`config.mk`:
```
export PLATFORM = sky130hd
export DESIGN_NAME = e1_receive_options_ctrl
export DESIGN_NICKNAME = d
export VERILOG_FILES = /design/src/logic/e1_rx_pkg.sv /design/src/logic/sync_bits.sv /design/src/logic/e1_receive_options_ctrl.sv
export VERILOG_INCLUDE_DIRS = /design/src /design/src/logic
export SDC_FILE = /design/constraint.sdc
export NUM_CORES = 1
export LEC_CHECK = 0
export BUFFER_PORTS_ARGS = -buffer_cell sky130_fd_sc_hd__buf_2
export CAP_MARGIN = 20
export CORE_UTILIZATION = 40
export DETAILED_ROUTE_END_ITERATION = 8
export PLACE_DENSITY = 0.61
export SLEW_MARGIN = 20
export SYNTH_ARGS = -nofsm -noshare
export SYNTH_HDL_FRONTEND = slang
export SYNTH_SLANG_ARGS = --single-unit
```
`constraint.sdc`:
```
create_clock -name sys_clk -period 2.7 [get_ports sys_clk]
set_clock_uncertainty 0.2 [all_clocks]
set_input_delay 0.27 -clock sys_clk [delete_from_list [all_inputs] [get_ports sys_clk]]
set_output_delay 0.27 -clock sys_clk [all_outputs]
set_load 0.03 [all_outputs]
```
`src/logic/e1_rx_params.svh`:
```
// constants for the receive options register and receive-path timing
`ifndef E1_RX_PARAMS_SVH
`define E1_RX_PARAMS_SVH

// register map, normal-mode page
`define RXOPT_OFFSET 7'h00
`define RXOPT_RESET 8'h00
`define NORMAL_SEL_BIT 7

// field positions in the receive options register
`define FASW_BIT 7
`define CNTNA_BIT 6
`define BYPASS_BIT 5
`define TXSLIP_BIT 4
`define RAWPCM_BIT 3
`define SIGMF_BIT 2
`define CRCMF_BIT 1
`define TRUNK_BIT 0

// frame structure
`define FRAME_BITS 256
`define MF_FRAMES 16
`define FAS_PATTERN 7'h1b
`define NFAS_BIT_IDX 8'h01
`define FAS_LAST_IDX 8'h07

`endif

```
`src/logic/e1_rx_pkg.sv`:
```
// types shared by the receive options block
package e1_rx_pkg;

  // field order matches register bits 7 down to 0
  typedef struct packed {
    logic fasWordErrorMode;
    logic countNonalignBitErrors;
    logic slipBufferBypass;
    logic transmitSlipMeasure;
    logic rawPcmSelect;
    logic rxSigMultiframePulseSel;
    logic rxCrcMultiframePulseSel;
    logic trunkConditionEnable;
  } rx_options_t;

  // signals arriving from the line side, all outside the sys_clk domain
  typedef struct packed {
    logic recoveredLineClock;
    logic undecodedRxPcm;
    logic decodedRxPcm;
    logic linePosPulse;
    logic lineNegPulse;
    logic slipBufferPcm;
    logic frameMark;
    logic crcMfMark;
    logic sigMfMark;
    logic outOfFrame;
  } line_in_t;

  // frame pulse encoding, {sig select, crc select}
  typedef enum logic [1:0] {
    FP_FRAME = 2'h0,
    FP_CRC = 2'h1,
    FP_COMPOSITE = 2'h3,
    FP_SIG = 2'h2
  } fp_mode_t;

endpackage

```
`src/logic/sync_bits.sv`:
```
// two-flop synchroniser, one pair per bit
`timescale 1ns/1ns
module sync_bits #(
  parameter int WIDTH = 1
) (
  input wire logic sys_clk,
  input wire logic rst,
  input wire logic ce,
  input wire logic [WIDTH-1:0] din,
  output logic [WIDTH-1:0] dout
);

  genvar i;
  generate
    for (i = 0; i < WIDTH; i++) begin : g_bit
      logic stage1_reg;
      logic stage2_reg;
      always_ff @(posedge sys_clk or posedge rst) begin
        if (rst) begin
          stage1_reg <= 1'b0;
          stage2_reg <= 1'b0;
        end else if (ce) begin
          stage1_reg <= din[i];
          stage2_reg <= stage1_reg;
        end
      end
      assign dout[i] = stage2_reg;
    end
  endgenerate

endmodule

```
`src/logic/e1_receive_options_ctrl.sv`:
```
// receive options register and the receive-path behaviour it selects
`timescale 1ns/1ns
`include "e1_rx_params.svh"
////////////////////////////////////////////////////////////////////////////////
// Summary of operation
// unused bit writes do nothing; software masks unused bits on read
// every writable bit reads back its last written value
// reset clears all option bits to zero
// writes to read-only bits leave operation unaffected
// eight read/write option bits at offset zero, bit 7 down to 0
// word mode counts one per errored FAS word, else one per bit
// nonalign counting adds a count for zero in TS0 bit 2 of NFAS
// both set: eight-bit word of FAS plus next NFAS bit 2, counted once
// nonalign counting off: only FAS word errors count
// slip buffer bypass routes received data straight to backplane output
// transmit slip measure clocks slip buffer system side from transmit clock
// software sets transmit slip measure only with bypass set
// raw select gives undecoded PCM, otherwise decoded PCM
// no multiframe select: one-bit pulse at bit 1 of every frame
// crc select: pulse at bit 1 of frame 1 of every 16 frames
// signalling select: pulse at bit 1 of frame 1 every 16 frames
// both: rise at signalling MF start, fall after CRC MF bit 1
// trunk enable with out-of-frame puts idle code in every timeslot
// trunk conditioning only when dual rail and bypass both off
// per-timeslot conditioning from signalling extractor still available
// dual rail select turns backplane outputs into line pulse rails
// idle code comes from the slip buffer idle code register
// address bit 7 low selects normal registers
// option bits retimed into the receive bit timing before use
////////////////////////////////////////////////////////////////////////////////
module e1_receive_options_ctrl
  import e1_rx_pkg::*;
#(
  parameter int FRAME_BITS = `FRAME_BITS,
  parameter int MF_FRAMES = `MF_FRAMES
) (
  input wire logic sys_clk,
  input wire logic rst,
  input wire logic ce,
  input wire logic regSelect,
  input wire logic regWrite,
  input wire logic regRead,
  input wire logic [7:0] regAddr,
  input wire logic [7:0] regWrData,
  output logic [7:0] regRdData,
  input wire logic recoveredLineClock,
  input wire logic undecodedRxPcm,
  input wire logic decodedRxPcm,
  input wire logic linePosPulse,
  input wire logic lineNegPulse,
  input wire logic slipBufferPcm,
  input wire logic frameMark,
  input wire logic crcMfMark,
  input wire logic sigMfMark,
  input wire logic outOfFrame,
  input wire logic backplaneDualRailSel,
  input wire logic [7:0] slipBufferIdleCode,
  input wire logic sigxCondActive,
  input wire logic sigxCondData,
  input wire logic backplaneSigIn,
  output logic rxPcm,
  output logic rxFramePulse,
  output logic backplaneRxPcm,
  output logic backplaneNegRail,
  output logic framingErrPulse,
  output logic slipBypassRoute,
  output logic slipSysClkFromTx
);

  localparam int BW = $clog2(FRAME_BITS);
  localparam int FW = $clog2(MF_FRAMES);
  // a literal cannot be bit-selected, so the pattern lives in a named constant
  localparam logic [6:0] FAS_WORD = `FAS_PATTERN;

  ////////////////////////////////////////////////////////////////////////////
  // line-side inputs: two flops, then edge detect on the recovered clock
  line_in_t lineRaw;
  line_in_t lineSync;
  logic [$bits(line_in_t)-1:0] lineSyncBits;
  logic lineClkPrev_reg;
  wire riseEdge;
  wire fallEdge;

  assign lineRaw = '{recoveredLineClock: recoveredLineClock,
                     undecodedRxPcm: undecodedRxPcm,
                     decodedRxPcm: decodedRxPcm,
                     linePosPulse: linePosPulse,
                     lineNegPulse: lineNegPulse,
                     slipBufferPcm: slipBufferPcm,
                     frameMark: frameMark,
                     crcMfMark: crcMfMark,
                     sigMfMark: sigMfMark,
                     outOfFrame: outOfFrame};

  sync_bits #(
    .WIDTH($bits(line_in_t))
  ) u_line_sync (
    .sys_clk(sys_clk),
    .rst(rst),
    .ce(ce),
    .din(lineRaw),
    .dout(lineSyncBits)
  );

  assign lineSync = line_in_t'(lineSyncBits);
  assign riseEdge = ce & lineSync.recoveredLineClock & ~lineClkPrev_reg;
  assign fallEdge = ce & ~lineSync.recoveredLineClock & lineClkPrev_reg;

  always_ff @(posedge sys_clk or posedge rst) begin
    if (rst) begin
      lineClkPrev_reg <= 1'b0;
    end else if (ce) begin
      lineClkPrev_reg <= lineSync.recoveredLineClock;
    end
  end

  ////////////////////////////////////////////////////////////////////////////
  // processor access: only bit 7 low reaches this page
  rx_options_t opt_reg;
  rx_options_t optLine_reg;
  logic [7:0] rdData_reg;
  wire normalSel;
  wire optHit;
  wire wrHit;
  wire rdHit;

  assign normalSel = regSelect & ~regAddr[`NORMAL_SEL_BIT];
  assign optHit = normalSel & (regAddr[6:0] == `RXOPT_OFFSET);
  assign wrHit = optHit & regWrite;
  assign rdHit = normalSel & regRead;

  // all eight bits are defined, so nothing is read-only or unused here
  always_ff @(posedge sys_clk or posedge rst) begin
    if (rst) begin
      opt_reg <= rx_options_t'(`RXOPT_RESET);
    end else if (ce && wrHit) begin
      opt_reg <= rx_options_t'(regWrData);
    end
  end

  always_ff @(posedge sys_clk or posedge rst) begin
    if (rst) begin
      rdData_reg <= 8'h00;
    end else if (ce && rdHit) begin
      rdData_reg <= optHit ? opt_reg : 8'h00;
    end
  end

  assign regRdData = rdData_reg;

  // options change only on the rising line edge, mid-bit, never at a bit boundary
  always_ff @(posedge sys_clk or posedge rst) begin
    if (rst) begin
      optLine_reg <= rx_options_t'(`RXOPT_RESET);
    end else if (riseEdge) begin
      optLine_reg <= opt_reg;
    end
  end

  assign slipBypassRoute = optLine_reg.slipBufferBypass;
  assign slipSysClkFromTx = optLine_reg.transmitSlipMeasure;

  ////////////////////////////////////////////////////////////////////////////
  // bit, CRC and signalling frame counters; free-run when marks stop
  logic [BW-1:0] bitCnt_reg;
  logic [BW-1:0] bitCnt_next;
  logic [FW-1:0] crcFrm_reg;
  logic [FW-1:0] crcFrm_next;
  logic [FW-1:0] sigFrm_reg;
  logic [FW-1:0] sigFrm_next;

  always_comb begin
    bitCnt_next = bitCnt_reg;
    crcFrm_next = crcFrm_reg;
    sigFrm_next = sigFrm_reg;
    if (fallEdge) begin
      bitCnt_next = bitCnt_reg + BW'(1);
      if (bitCnt_reg == BW'(FRAME_BITS - 1)) begin
        crcFrm_next = crcFrm_reg + FW'(1);
        sigFrm_next = sigFrm_reg + FW'(1);
      end
    end else if (riseEdge) begin
      if (lineSync.frameMark) begin
        bitCnt_next = '0;
      end
      if (lineSync.crcMfMark) begin
        crcFrm_next = '0;
      end
      if (lineSync.sigMfMark) begin
        sigFrm_next = '0;
      end
    end
  end

  always_ff @(posedge sys_clk or posedge rst) begin
    if (rst) begin
      bitCnt_reg <= '0;
      crcFrm_reg <= '0;
      sigFrm_reg <= '0;
    end else begin
      bitCnt_reg <= bitCnt_next;
      crcFrm_reg <= crcFrm_next;
      sigFrm_reg <= sigFrm_next;
    end
  end

  ////////////////////////////////////////////////////////////////////////////
  // frame pulse, changed on the falling line edge that starts a bit
  fp_mode_t fpMode;
  fp_mode_t fpModeUsed_reg;
  logic fp_reg;
  logic fp_next;
  logic crcBit1_reg;
  wire newBit1;
  wire crcStart;
  wire sigStart;

  assign fpMode = fp_mode_t'({optLine_reg.rxSigMultiframePulseSel,
                              optLine_reg.rxCrcMultiframePulseSel});
  assign newBit1 = (bitCnt_next == '0);
  assign crcStart = newBit1 & (crcFrm_next == '0);
  assign sigStart = newBit1 & (sigFrm_next == '0);

  always_comb begin
    unique case (fpMode)
      FP_FRAME: fp_next = newBit1;
      FP_CRC: fp_next = crcStart;
      FP_SIG: fp_next = sigStart;
      FP_COMPOSITE: fp_next = sigStart | (fp_reg & ~crcBit1_reg);
    endcase
  end

  always_ff @(posedge sys_clk or posedge rst) begin
    if (rst) begin
      fp_reg <= 1'b0;
      crcBit1_reg <= 1'b0;
      fpModeUsed_reg <= FP_FRAME;
    end else if (fallEdge) begin
      fp_reg <= fp_next;
      crcBit1_reg <= crcStart;
      fpModeUsed_reg <= fpMode;
    end
  end

  assign rxFramePulse = fp_reg;

  ////////////////////////////////////////////////////////////////////////////
  // framing error counting, sampled on the rising line edge
  logic rxBit;
  logic [2:0] patIdx;
  logic wordAcc_reg;
  logic wordPend_reg;
  logic errPulse_reg;
  logic errInc;
  wire fasFrame;
  wire inFasWord;
  wire lastFas;
  wire nfasCheck;
  wire bitErr;
  wire nfasErr;
  wire fas_word_error_mode;

  assign rxBit = lineSync.decodedRxPcm;
  assign patIdx = 3'(3'h7 - bitCnt_reg[2:0]);
  assign fasFrame = ~crcFrm_reg[0];
  assign inFasWord = fasFrame & (bitCnt_reg >= BW'(1)) & (bitCnt_reg <= BW'(`FAS_LAST_IDX));
  assign lastFas = fasFrame & (bitCnt_reg == BW'(`FAS_LAST_IDX));
  assign nfasCheck = ~fasFrame & (bitCnt_reg == BW'(`NFAS_BIT_IDX));
  assign bitErr = inFasWord & (rxBit != FAS_WORD[patIdx]);
  assign nfasErr = nfasCheck & ~rxBit;
  assign fas_word_error_mode = wordAcc_reg | bitErr;

  always_comb begin
    errInc = 1'b0;
    if (optLine_reg.fasWordErrorMode && optLine_reg.countNonalignBitErrors) begin
      errInc = nfasCheck & (wordPend_reg | nfasErr);
    end else if (optLine_reg.fasWordErrorMode) begin
      errInc = lastFas & fas_word_error_mode;
    end else begin
      errInc = bitErr | (optLine_reg.countNonalignBitErrors & nfasErr);
    end
  end

  always_ff @(posedge sys_clk or posedge rst) begin
    if (rst) begin
      wordAcc_reg <= 1'b0;
      wordPend_reg <= 1'b0;
      errPulse_reg <= 1'b0;
    end else if (ce) begin
      errPulse_reg <= riseEdge & errInc;
      if (riseEdge) begin
        wordAcc_reg <= lastFas ? 1'b0 : fas_word_error_mode;
        if (lastFas) begin
          wordPend_reg <= fas_word_error_mode;
        end else if (nfasCheck) begin
          wordPend_reg <= 1'b0;
        end
      end
    end
  end

  assign framingErrPulse = errPulse_reg;

  ////////////////////////////////////////////////////////////////////////////
  // receive PCM and backplane outputs
  logic rxPcm_reg;
  logic bpPcm_reg;
  logic bpNeg_reg;
  logic bpPcm_next;
  wire trunkActive;
  wire idleBit;
  wire pcmSrc;

  // idle code is serialised on receive timing; slip buffer side not modelled
  assign idleBit = slipBufferIdleCode[patIdx];
  assign trunkActive = optLine_reg.trunkConditionEnable & lineSync.outOfFrame &
                       ~backplaneDualRailSel & ~optLine_reg.slipBufferBypass;
  assign pcmSrc = optLine_reg.slipBufferBypass ? lineSync.decodedRxPcm
                                               : lineSync.slipBufferPcm;

  always_comb begin
    if (backplaneDualRailSel) begin
      bpPcm_next = lineSync.linePosPulse;
    end else if (trunkActive) begin
      bpPcm_next = idleBit;
    end else if (sigxCondActive) begin
      bpPcm_next = sigxCondData;
    end else begin
      bpPcm_next = pcmSrc;
    end
  end

  always_ff @(posedge sys_clk or posedge rst) begin
    if (rst) begin
      rxPcm_reg <= 1'b0;
      bpPcm_reg <= 1'b0;
      bpNeg_reg <= 1'b0;
    end else if (ce) begin
      rxPcm_reg <= optLine_reg.rawPcmSelect ? lineSync.undecodedRxPcm
                                            : lineSync.decodedRxPcm;
      bpPcm_reg <= bpPcm_next;
      bpNeg_reg <= backplaneDualRailSel ? lineSync.lineNegPulse : backplaneSigIn;
    end
  end

  assign rxPcm = rxPcm_reg;
  assign backplaneRxPcm = bpPcm_reg;
  assign backplaneNegRail = bpNeg_reg;
endmodule

```
After elaboration in Yosys (flattened, before gate mapping)
Memories as Yosys holds them, arrays and structs flattened.
Index checks and enable logic that the tools add are counted.
{"block": "op_classes", "n_reduce_logical": 11, "bitwise": 36, "addsub": 4, "order_cmp": 3, "n_eq_ne": 7, "n_mux": 27}
{"cell": "4-bit two-way mux", "count": 8}
{"cell": "8-bit two-way mux", "count": 4}
{"cell": "1-bit AND", "count": 24}
{"cell": "1-bit two-way mux", "count": 13}
{"cell": "4-bit by 1-bit adder with 4-bit output, second input constant", "count": 2}
{"cell": "8-bit by 1-bit adder with 8-bit output, second input constant", "count": 1}
{"cell": "8-bit by 1-bit == test with 1-bit output, second input constant", "count": 1}
{"cell": "8-bit by 3-bit == test with 1-bit output, second input constant", "count": 1}
{"cell": "8-bit == test, second input constant", "count": 1}
{"cell": "8-bit by 1-bit >= comparator with 1-bit output, second input constant", "count": 1}
{"cell": "8-bit by 3-bit <= comparator with 1-bit output, second input constant", "count": 1}
{"cell": "4-bit zero test", "count": 2}
{"cell": "8-bit zero test", "count": 1}
{"cell": "1-bit NOT", "count": 8}
{"cell": "7-bit zero test", "count": 1}
{"cell": "2-bit == test, second input constant", "count": 2}
{"cell": "3-bit by 4-bit < comparator with 1-bit output, second input constant", "count": 1}
{"cell": "1-bit OR", "count": 4}
{"cell": "1-bit case mux with 4 select lines", "count": 1}
{"cell": "1-bit binary-select mux with 3-bit select", "count": 1}
{"cell": "1-bit logical AND", "count": 3}
{"cell": "3-bit AND reduction", "count": 1}
{"cell": "3-bit subtractor, first input constant", "count": 1}
{"cell": "2-bit by 1-bit == test with 1-bit output, second input constant", "count": 1}
{"cell": "other kinds (4)", "count": 4}
{"block": "totals", "register_bits": 69, "mem_bits_ro": 8, "mem_count": 1}
{"memory": "(name not given)", "words": 8, "word_bits": 1, "read_ports": 1, "rd_ports_with_merged_regs": 0, "write_ports": 0, "line": "e1_receive_options_ctrl.sv:269", "source": "assign bitErr = inFasWord & (rxBit != FAS_WORD[patIdx]);"}

Longest topological paths before layout
Gate-level depths: netlist (run 1).
{"block": "logic_depth", "ltp_word": 10, "mapped_depth": 9, "mapped_depth_nobuf": 8}

By module
A second synthesis (run 1) with hierarchy kept.
{"block": "unflattened", "hier_cells": 332, "hier_area_um2": 3559.7}
{"module": "e1_receive_options_ctrl", "instances": 1, "area_per_inst_um2": 2657.5, "seq_area_each_um2": 1226.2, "cells_per_inst": 279}
{"module": "sync_bits", "instances": 1, "area_per_inst_um2": 902.1, "seq_area_each_um2": 500.5, "cells_per_inst": 53}

Worst setup path before layout (run 1)
No wires, ideal clock.
{"block": "synth_timing", "path_type": "register -> register", "start": "reg bitCnt_reg[1]", "end": "reg fp_reg (netlist: rxFramePulse)", "path_stages_with_launch": 10, "arrival_ns": 1.971, "setup_time_ns": 0.094, "path_buffers": 2, "required_ns": 2.406, "path_slack_ns": 0.435, "cell_sequence": "dfrtp_1 -> ha_1 -> buf_2 -> nand3_1 -> or3_4 -> buf_6 -> o211ai_2 -> o21ai_1 -> a311o_1 -> a221oi_2"}
{"block": "synth_between", "elab_chain_cells": 7}
{"item": "start, declared", "line": "e1_receive_options_ctrl.sv:165", "source": "logic [BW-1:0] bitCnt_reg;"}
{"item": "start signal, assigned", "line": "e1_receive_options_ctrl.sv:201", "source": "bitCnt_reg <= bitCnt_next;"}
{"item": "branches (longest 6 deep; another with 8-bit by 1-bit adder with 8-bit output)"}
{"item": "1-bit case mux with 4 select lines *", "line": "e1_receive_options_ctrl.sv:225", "source": "unique case (fpMode)"}
{"item": "end signal, assigned", "line": "e1_receive_options_ctrl.sv:239", "source": "fp_reg <= fp_next;"}
{"item": "end, declared", "line": "e1_receive_options_ctrl.sv:211", "source": "logic fp_reg;"}
Every way passes the cells marked *.
A chain may end at the register's enable or synchronous reset.

Worst setup path in the final report (run 1)
Same ends and word-level chain as after synthesis.

==> results.txt, run 1 <==
Outcome -> completed
Detailed Route Iter0 Violations -> 116
Async S/R FF share, synth -> 100%
Root Buffer -> clkbuf_8
Top FF cell, synth -> dfrtp_1
Share of layout cells above drive strength 1 -> 31.7%
Worst Hold Class -> primary input to flop
Critical Path Sink Type -> flop
Switching share of power -> 28.4%
Die width -> 93.2 um
WP data required -> 2.76 ns
Top post-synthesis cells by area -> dfrtp_1, mux2_2, nand2_1
Drt pass-1 iters -> 5
Setup crit start kind -> flop
Port buffer count -> 58
Post-synthesis cell type count -> 51
Final min period -> 2.42 ns
Clock buffer depth -> 2
Final Setup Violations -> 0
Mux cell area share after synthesis -> 13.3%
DP HPWL -> 4.82 mm
FP Rows -> 32
NetSw -> 0.000774 W
Cells after synthesis -> 314
Post-synthesis register bit count -> 69
TritonCTS buffer count -> 9
Tot GR Track Use -> 17.0%
Largest family of logic cells by synthesized area -> simple AND/OR/NAND/NOR gates
Ys Warns -> 0
Fin. Hold Viols -> 0
Most frequent cells in the layout -> dfrtp_1, nand2_1, buf_2, mux2_2, o21ai_0
Complex-gate fraction of the synthesized area -> 11.8%
Post-synthesis adder-cell area fraction -> 1.88%
Syn nets -> 363
Total negative setup slack -> 0 ns
Synth top area share -> 51.9%
Cell type with the highest aggregate area in the netlist -> dfrtp_1
Placed cell count -> 468
Routed vias -> 2,637
Post-route ant nets -> 0
Largest net degree at the start of global routing -> 54
Resize count post-CTS -> 0
P_leak -> 1.97 nW
Met3 wire length -> 233 um
Routed wire length -> 6.73 mm
Placed cell areas -> 0.00375 mm^2
Final period util -> 89.5%
CP Max Fanout -> 12
Post-synthesis sequential area ratio -> 51.9%
Number of global-route vias before repair -> 2,521
Synth Cell Area -> 0.00333 mm^2
Seq pwr share -> 44.9%
Max-cap viol count -> 0
Unrepaired setup endpoints after global routing -> false
Routed len/inst -> 13.4 um
Met2 wire length -> 3.29 mm
Crit path DAT -> 2.47 ns
Die Ht -> 93.2 um
Routed metal-1 wirelength -> 3.13 mm
Simple-Gate Fraction of Synth Area -> 17.4%
Worst-path clk slew -> 0.08 ns
Relative slew slack -> 69.5%
Number of inserted diodes -> 0
Global-route wire length before repair -> 11.6 mm
Total congestion overflow -> 0
Clk_lat worst skew -> 0.35 ns
Routability Congestion -> 0.771
Top Layer Used -> met4
Core area -> 0.00789 mm^2
Post-synth EDFFs -> 0
Internal cell power -> 0.00195 W
Nets -> 445
Power density over cell area -> 654 mW/mm^2
Final Total Pwr -> 0.00272 W
Peak supply drop -> 412 uV
Post-route non-filler standard cell count -> 503
Post-Layout Inst Area -> 0.00417 mm^2
Pins over their slew limit -> 0
Vias/cell -> 5.24
Fmax -> 414 MHz
Area growth, synth to finish -> 25.3%
Most common cell after layout, fill and taps aside -> dfrtp_1
Remaining DRCs -> 0
Worst hold slack -> 0.0291 ns
Clock Sink Count -> 69
Post-synthesis xor/xnor area fraction -> 0.263%
Crit Path Class -> flop to flop
CTS tree -> built
Combinational share of power -> 20.0%
Slew at the pin with the worst max-slew slack -> 0.455 ns
Number of H-tree levels -> 3
Clock share of power -> 35.1%
Total die area -> 0.00869 mm^2
Mean Syn Cell Area -> 10.6 um^2
# IOs -> 59
Antenna violations before repair -> 0
Initial Util -> 42.2%
==> what timing repair did <==
action                                 CTS  global route
setup buffers                            0             0
endpoints found under the hold margin   34             0
hold buffers                            19             0
==> logic make-up after synthesis <==
family,count (synthesis)
adders and majority gates,5
muxes,38
buffers and inverters,23
xor gates and xnor gates,1
and+or+nand+nor,117
DFF,69
AOI/OAI and AO/OA,61
==> cells in the mapped netlist (all sizes together) (3+ instances only) <==
| cell type | count |
|---|---|
| a21oi | 9 |
| and3 | 4 |
| and3b | 3 |
| buf | 8 |
| clkbuf | 8 |
| dfrtp | 69 |
| ha | 5 |
| inv | 7 |
| mux2 | 30 |
| mux2i | 6 |
| nand2 | 62 |
| nand3 | 15 |
| nand3b | 4 |
| nand4 | 5 |
| nor2 | 12 |
| nor3 | 3 |
| o211ai | 6 |
| o21ai | 27 |
| o31ai | 4 |
==> power groups by stage <==
| stage | Clock (W) | Combinational [W] | Sequential [W] |
|---|---|---|---|
| finish | 0.000957 | 0.000545 | 0.00122 |
| global route | 0.00102 | 0.000606 | 0.00124 |
| CTS | 0.000983 | 0.000550 | 0.00122 |
| detailed placement | 0 | 0.000529 | 0.00124 |
| global placement | 0 | 0.000516 | 0.00124 |
| floorplan | 0 | 0.000360 | 0.00125 |
==> through the flow <==
stage	setup slack, ns	util (%)
3_5_place_dp	0.296	47.5
2_1_floorplan	0.435	-
4_1_cts	0.276	52.9
3_3_place_gp	0.363	47.5
5_1_grt	0.0893	52.9
6_report	0.284	52.9
==> worst max-delay path, cell delays in order, from the launching register on <==
cell and delay [ns]:
dfrtp_1 0.46, ha_1 0.36, nand3_1 0.14, or3_4 0.42, a22o_1 0.20, and2_1 0.16
o31a_1 0.24, a221oi_2 0.16
==> path summary, 6_finish.rpt <==
check / start / end / slack, ns / cells after the start
max: bitCnt_reg[1] / rxFramePulse / 0.28 / 7
min: backplaneSigIn / backplaneNegRail / 0.03 / 3
max reg2reg: bitCnt_reg[1] / rxFramePulse / 0.28 / 7
min reg2reg: regRdData[1] / regRdData[1] / 0.28 / 2
max in group asynchronous: rst / wordPend_reg / 1.46 / 4
min in group asynchronous: rst / sigFrm_reg[2] / 0.24 / 3
==> layout make-up <==
| class | count | area, um^2 |
|---|---|---|
| clock buffers | 10 | 138 |
| clock inverters | 6 | 93.8 |
| fillers | 740 | 3720 |
| inverters | 7 | 26.3 |
| multi-input cells | 222 | 1490 |
| flip-flops and latches | 69 | 1730 |
| well taps | 102 | 128 |
| repair buffers | 87 | 568 |
==> per-layer routing <==
layer | vias to the layer above | GRT usage [%]
met4 | 0 | 4.87
met5 | - | 0
met1 | 1301 | 21.8
met2 | 41 | 27.7
li1 | 1288 | -
met3 | 7 | 5.12
No activity file was read; power rests on OpenSTA's default activity.
==> run 2: changes to the inputs <==
--- a/config.mk
+++ b/config.mk
@@ -11,6 +11,7 @@
 export CORE_UTILIZATION = 40
 export DETAILED_ROUTE_END_ITERATION = 8
 export PLACE_DENSITY = 0.61
+export RECOVER_POWER = 50
 export SLEW_MARGIN = 20
 export SYNTH_ARGS = -nofsm -noshare
 export SYNTH_HDL_FRONTEND = slang
==> run 2 against run 1 <==
Against the previous run:
- register-to-register slack is essentially flat
- clock power barely moved
- core utilization down 0.21 points
- routed wire length is essentially flat
- largest cell class unchanged
==> results.txt, run 2 (synthesis gave the netlist of run 1 again) <==
Final min period -> 2.42 ns
Combinational share of power -> 19.9%
Final worst setup slack -> 0.282 ns
# IOs -> 59
FF+latch area -> 0.00173 mm^2
P_leak -> 1.97 nW
Nets -> 445
Total congestion overflow -> 0
Top Layer Used -> met4
Clock share of power -> 35.2%
TritonCTS buffer count -> 9
Remaining DRCs -> 0
Number of H-tree levels -> 3
Fmax -> 414 MHz
Tot GR Track Use -> 17.0%
Core area -> 0.00789 mm^2
Number of global-route vias before repair -> 2,521
Critical Path Sink Type -> flop
Routed wire length -> 6.72 mm
Resize count post-CTS -> 0
NetSw -> 0.000774 W
Placement Setup Slack -> 0.296 ns
Max-cap viol count -> 0
Power density over cell area -> 656 mW/mm^2
FP Rows -> 32
Routed vias -> 2,629
Unrepaired setup endpoints after global routing -> false
Vias/cell -> 5.23
Fill count -> 743
CP Max Fanout -> 12
Clock Sink Count -> 69
Most frequent cells in the layout -> dfrtp_1, nand2_1, buf_2, mux2_2, o21ai_0
Multi-input gate area -> 0.00149 mm^2
Outcome -> completed
Pins over their slew limit -> 0
Antenna violations before repair -> 0
Worst Hold Class -> primary input to flop
Clock buffer depth -> 2
Placed cell areas -> 0.00375 mm^2
Met2 wire length -> 3.29 mm
Worst Hold Depth -> 3
Setup Buffers After CTS -> 0
Largest net degree at the start of global routing -> 54
Switching share of power -> 28.4%
Initial Util -> 42.2%
Slew at the pin with the worst max-slew slack -> 1.20 ns
R2r startpoint -> bitCnt_reg[1]
Fin. Hold Viols -> 0
Placed cell count -> 468
Routed metal-1 wirelength -> 3.14 mm
Die Ht -> 93.2 um
DP HPWL -> 4.82 mm
Most common cell after layout, fill and taps aside -> dfrtp_1
Final Setup Violations -> 0
WP data required -> 2.76 ns
Final period util -> 89.6%
Routability Congestion -> 0.771
Post-route non-filler standard cell count -> 503
Post-CTS Hold Fix Bufs -> 19
Hold_sp -> backplaneSigIn
Routed len/inst -> 13.4 um
Setup crit start kind -> flop
Worst-path clk slew -> 0.08 ns
Number of inserted diodes -> 0
Seq pwr share -> 44.9%
Peak supply drop -> 412 uV
Total negative setup slack -> 0 ns
Global-route wire length before repair -> 11.6 mm
Detailed Route Iter0 Violations -> 119
Total die area -> 0.00869 mm^2
Relative slew slack -> 20.0%
Drt pass-1 iters -> 4
Die width -> 93.2 um
Worst R2R Path Depth -> 7
Crit path DAT -> 2.47 ns
Met3 wire length -> 211 um
Port buffer count -> 58
Share of layout cells above drive strength 1 -> 31.2%
Clk_lat worst skew -> 0.35 ns
Area growth, synth to finish -> 24.8%
Post-Layout Inst Area -> 0.00415 mm^2
Crit Path Class -> flop to flop
Flop2flop setup slack -> 0.28 ns
Hold path endpoint -> backplaneNegRail
CTS tree -> built
FF-to-FF End -> rxFramePulse
Root Buffer -> clkbuf_8
Post-route ant nets -> 0
CP startpoint -> bitCnt_reg[1]
Internal cell power -> 0.00195 W
run 2: cell types whose count changed in the layout (fill, tap and decap cells not counted), sizes merged:
cell	previous run	this run
buf	68	66
clkbuf	10	12
run 2: metal layers:
layer | GRT usage, % | vias to the layer above
met5 | 0 | -
met4 | 4.87 | 0
met1 | 21.8 | 1297
met2 | 27.7 | 38
met3 | 5.12 | 7
li1 | - | 1287
run 2: critical path, cell delays in order (launching register included):
cell and delay, ns:
dfrtp_1 0.46, ha_1 0.36, nand3_1 0.14, or3_4 0.42, a22o_1 0.20, and2_1 0.16, o31a_1 0.24, a221oi_2 0.16
run 2: final cells by class:
class	count	share of cell area [%]
Tap cell	102	3.07
Clock buffer	10	3.31
Clock inverter	6	2.26
Multi-Input combinational cell	222	35.9
Sequential cell	69	41.6
Timing Repair Buffer	87	13.3
Inverter	7	0.633
run 2: worst max-delay path by stage:
stage / cells after the start / end / slack [ns]
finish: 7 / rxFramePulse / 0.28
global route: 6 / wordPend_reg / 0.06
detailed placement: 7 / rxFramePulse / 0.30
global placement: 7 / rxFramePulse / 0.36
floorplan: 9 / rxFramePulse / 0.44
CTS: 7 / rxFramePulse / 0.28
run 2: metrics by stage:
step	hold slack (ns)	total power, W	util, %
floorplan	0.222	0.00161	-
global placement	0.0810	0.00175	47.5
detailed placement	0.0817	0.00177	47.5
CTS	0.0257	0.00276	52.9
global route	0.0700	0.00286	52.6
finish	0.0332	0.00272	52.6
run 2: power by group through the flow:
stage / Sequential [W] / Combinational, W / Clock (W)
after detailed placement: 0.00124 / 0.000529 / 0
after floorplan: 0.00125 / 0.000360 / 0
after global routing: 0.00124 / 0.000603 / 0.00102
after global placement: 0.00124 / 0.000516 / 0
after CTS: 0.00122 / 0.000550 / 0.000983
final: 0.00122 / 0.000542 / 0.000957
==> run 3: changes to the inputs <==
==> constraint.sdc (replaced) <==
create_clock -name sys_clk -period 2.9 [get_ports sys_clk]
set_clock_uncertainty 0.2 [all_clocks]
set_input_delay 0.29 -clock sys_clk [delete_from_list [all_inputs] [get_ports sys_clk]]
set_output_delay 0.29 -clock sys_clk [all_outputs]
set_load 0.03 [all_outputs]
==> run 3 against run 2 <==
Against the previous run:
- the run now ends with capacitance limit, slew limit left
- setup slack better by 0.11 ns
- power down 14%
- via count decreased by 1.3%
- critical path type is now primary input to flop
- largest power group unchanged
==> results.txt, run 3 (synthesis gave the netlist of run 1 again) <==
Vias/cell -> 5.23
Critical Path Sink Type -> flop
# IOs -> 59
FF-to-FF End -> rxFramePulse
Most common cell after layout, fill and taps aside -> dfrtp_1
Initial Util -> 42.2%
Post-Layout Inst Area -> 0.00404 mm^2
Peak supply drop -> 290 uV
Setup crit start kind -> primary input
Worst Hold Depth -> 2
Fmax -> 398 MHz
Clock buffer depth -> 2
Routed wire length -> 6.74 mm
Share of layout cells above drive strength 1 -> 30.2%
Outcome -> complete, but fails checks
R2r startpoint -> bitCnt_reg[1]
Most frequent cells in the layout -> dfrtp_1, nand2_1, buf_2, mux2_2, o21ai_0
Number of H-tree levels -> 3
Routed vias -> 2,594
P_leak -> 1.91 nW
Total congestion overflow -> 0
Port buffer count -> 58
Final period util -> 86.5%
Resize count post-CTS -> 0
Total die area -> 0.00869 mm^2
Pins over their slew limit -> 70
Number of global-route vias before repair -> 2,440
Final Total Pwr -> 0.00233 W
FP Rows -> 32
Number of inserted diodes -> 0
Detailed Route Iter0 Violations -> 113
Global-route wire length before repair -> 11.4 mm
Largest net degree at the start of global routing -> 70
Crit path DAT -> 2.53 ns
Crit Path Class -> primary input to flop
Tot GR Track Use -> 17.2%
Nets -> 438
Hold path endpoint -> u_line_sync.g_bit[1].stage1_reg
Routability Congestion -> 0.772
Worst-path clk slew -> 0.06 ns
Total negative setup slack -> 0 ns
Remaining DRCs -> 0
Placed cell areas -> 0.00370 mm^2
Power density over cell area -> 577 mW/mm^2
Core area -> 0.00789 mm^2
Die width -> 93.2 um
Unrepaired setup endpoints after global routing -> false
Die Ht -> 93.2 um
DP HPWL -> 4.65 mm
Relative slew slack -> -11.3%
Root Buffer -> clkbuf_8
Failing checks -> capacitance limit, slew limit
Clock Sink Count -> 69
CTS tree -> built
Drt pass-1 iters -> 4
Post-route ant nets -> 0
Slew at the pin with the worst max-slew slack -> 1.67 ns
Flop2flop setup slack -> 0.46 ns
Worst Hold Class -> primary input to flop
Final Setup Violations -> 0
Fill count -> 721
Hold_sp -> sigMfMark
Final min period -> 2.51 ns
Area growth, synth to finish -> 21.4%
TritonCTS buffer count -> 9
CP Max Fanout -> 26
Antenna violations before repair -> 0
WP data required -> 2.92 ns
Worst R2R Path Depth -> 7
Clk_lat worst skew -> 0.34 ns
Fin. Hold Viols -> 0
Max-cap viol count -> 1
Routed len/inst -> 13.6 um
[run 3: how the worst max path moves through the flow]
stage / slack, ns / startpoint / depth (start not counted) / end
after global placement: 0.55 / bitCnt_reg[1] / 7 / rxFramePulse
final: 0.39 / ce / 5 / opt_reg[1]
after CTS: 0.47 / bitCnt_reg[1] / 7 / rxFramePulse
after detailed placement: 0.50 / bitCnt_reg[1] / 7 / rxFramePulse
after global routing: 0.15 / ce / 6 / wordPend_reg
after floorplan: 0.64 / bitCnt_reg[1] / 9 / rxFramePulse
[run 3: power by group]
group | switching, W | total (W) | leakage, nW | internal, W
logic | 0.000242 | 0.000476 | 0.922 | 0.000234
registers | 0.0000932 | 0.00115 | 0.899 | 0.00105
clock network | 0.000353 | 0.000706 | 0.0921 | 0.000353
total | 0.000688 | 0.00233 | 1.91 | 0.00164
[run 3: area by class of cell]
class / instances / area [um^2] / share of cell area [%]
clock buffers: 12 / 155 / 3.84
multi-input cells: 222 / 1490 / 36.9
clock inverters: 4 / 22.5 / 0.558
repair buffers: 80 / 492 / 12.2
flip-flops and latches: 69 / 1730 / 42.8
well taps: 102 / 128 / 3.16
inverters: 7 / 26.3 / 0.651
[run 3: critical path: stages]
cell	delay, ns
buf_2	0.22
clkbuf_1	0.92
nand2_1	0.10
nor2_1	0.58
mux2_2	0.41
[run 3: timing repair]
action / 4_1_cts / 5_1_grt
hold endpoints to repair: 17 / 0
hold buffers: 17 / 0
endpoints found under the setup margin: 0 / 0
buffers inserted: 0 / 0
[run 3: per-layer routing]
metal	share of wire (%)	global-route usage, %	vias up
met5	0	0	-
met4	1.2	6.92	0
met2	48	26.6	54
met3	4.3	3.90	9
met1	47	23.2	1253
li1	-	-	1278
[run 3: per-stage QoR]
stage	cells	util (%)	setup slack [ns]	hold WS, ns
2_1_floorplan	314	-	0.635	0.236
5_1_grt	496	51.2	0.154	0.00698
6_report	496	51.2	0.391	0.0127
4_1_cts	496	51.3	0.472	0.00850
3_3_place_gp	463	46.9	0.547	0.262
3_5_place_dp	463	46.9	0.501	0.269
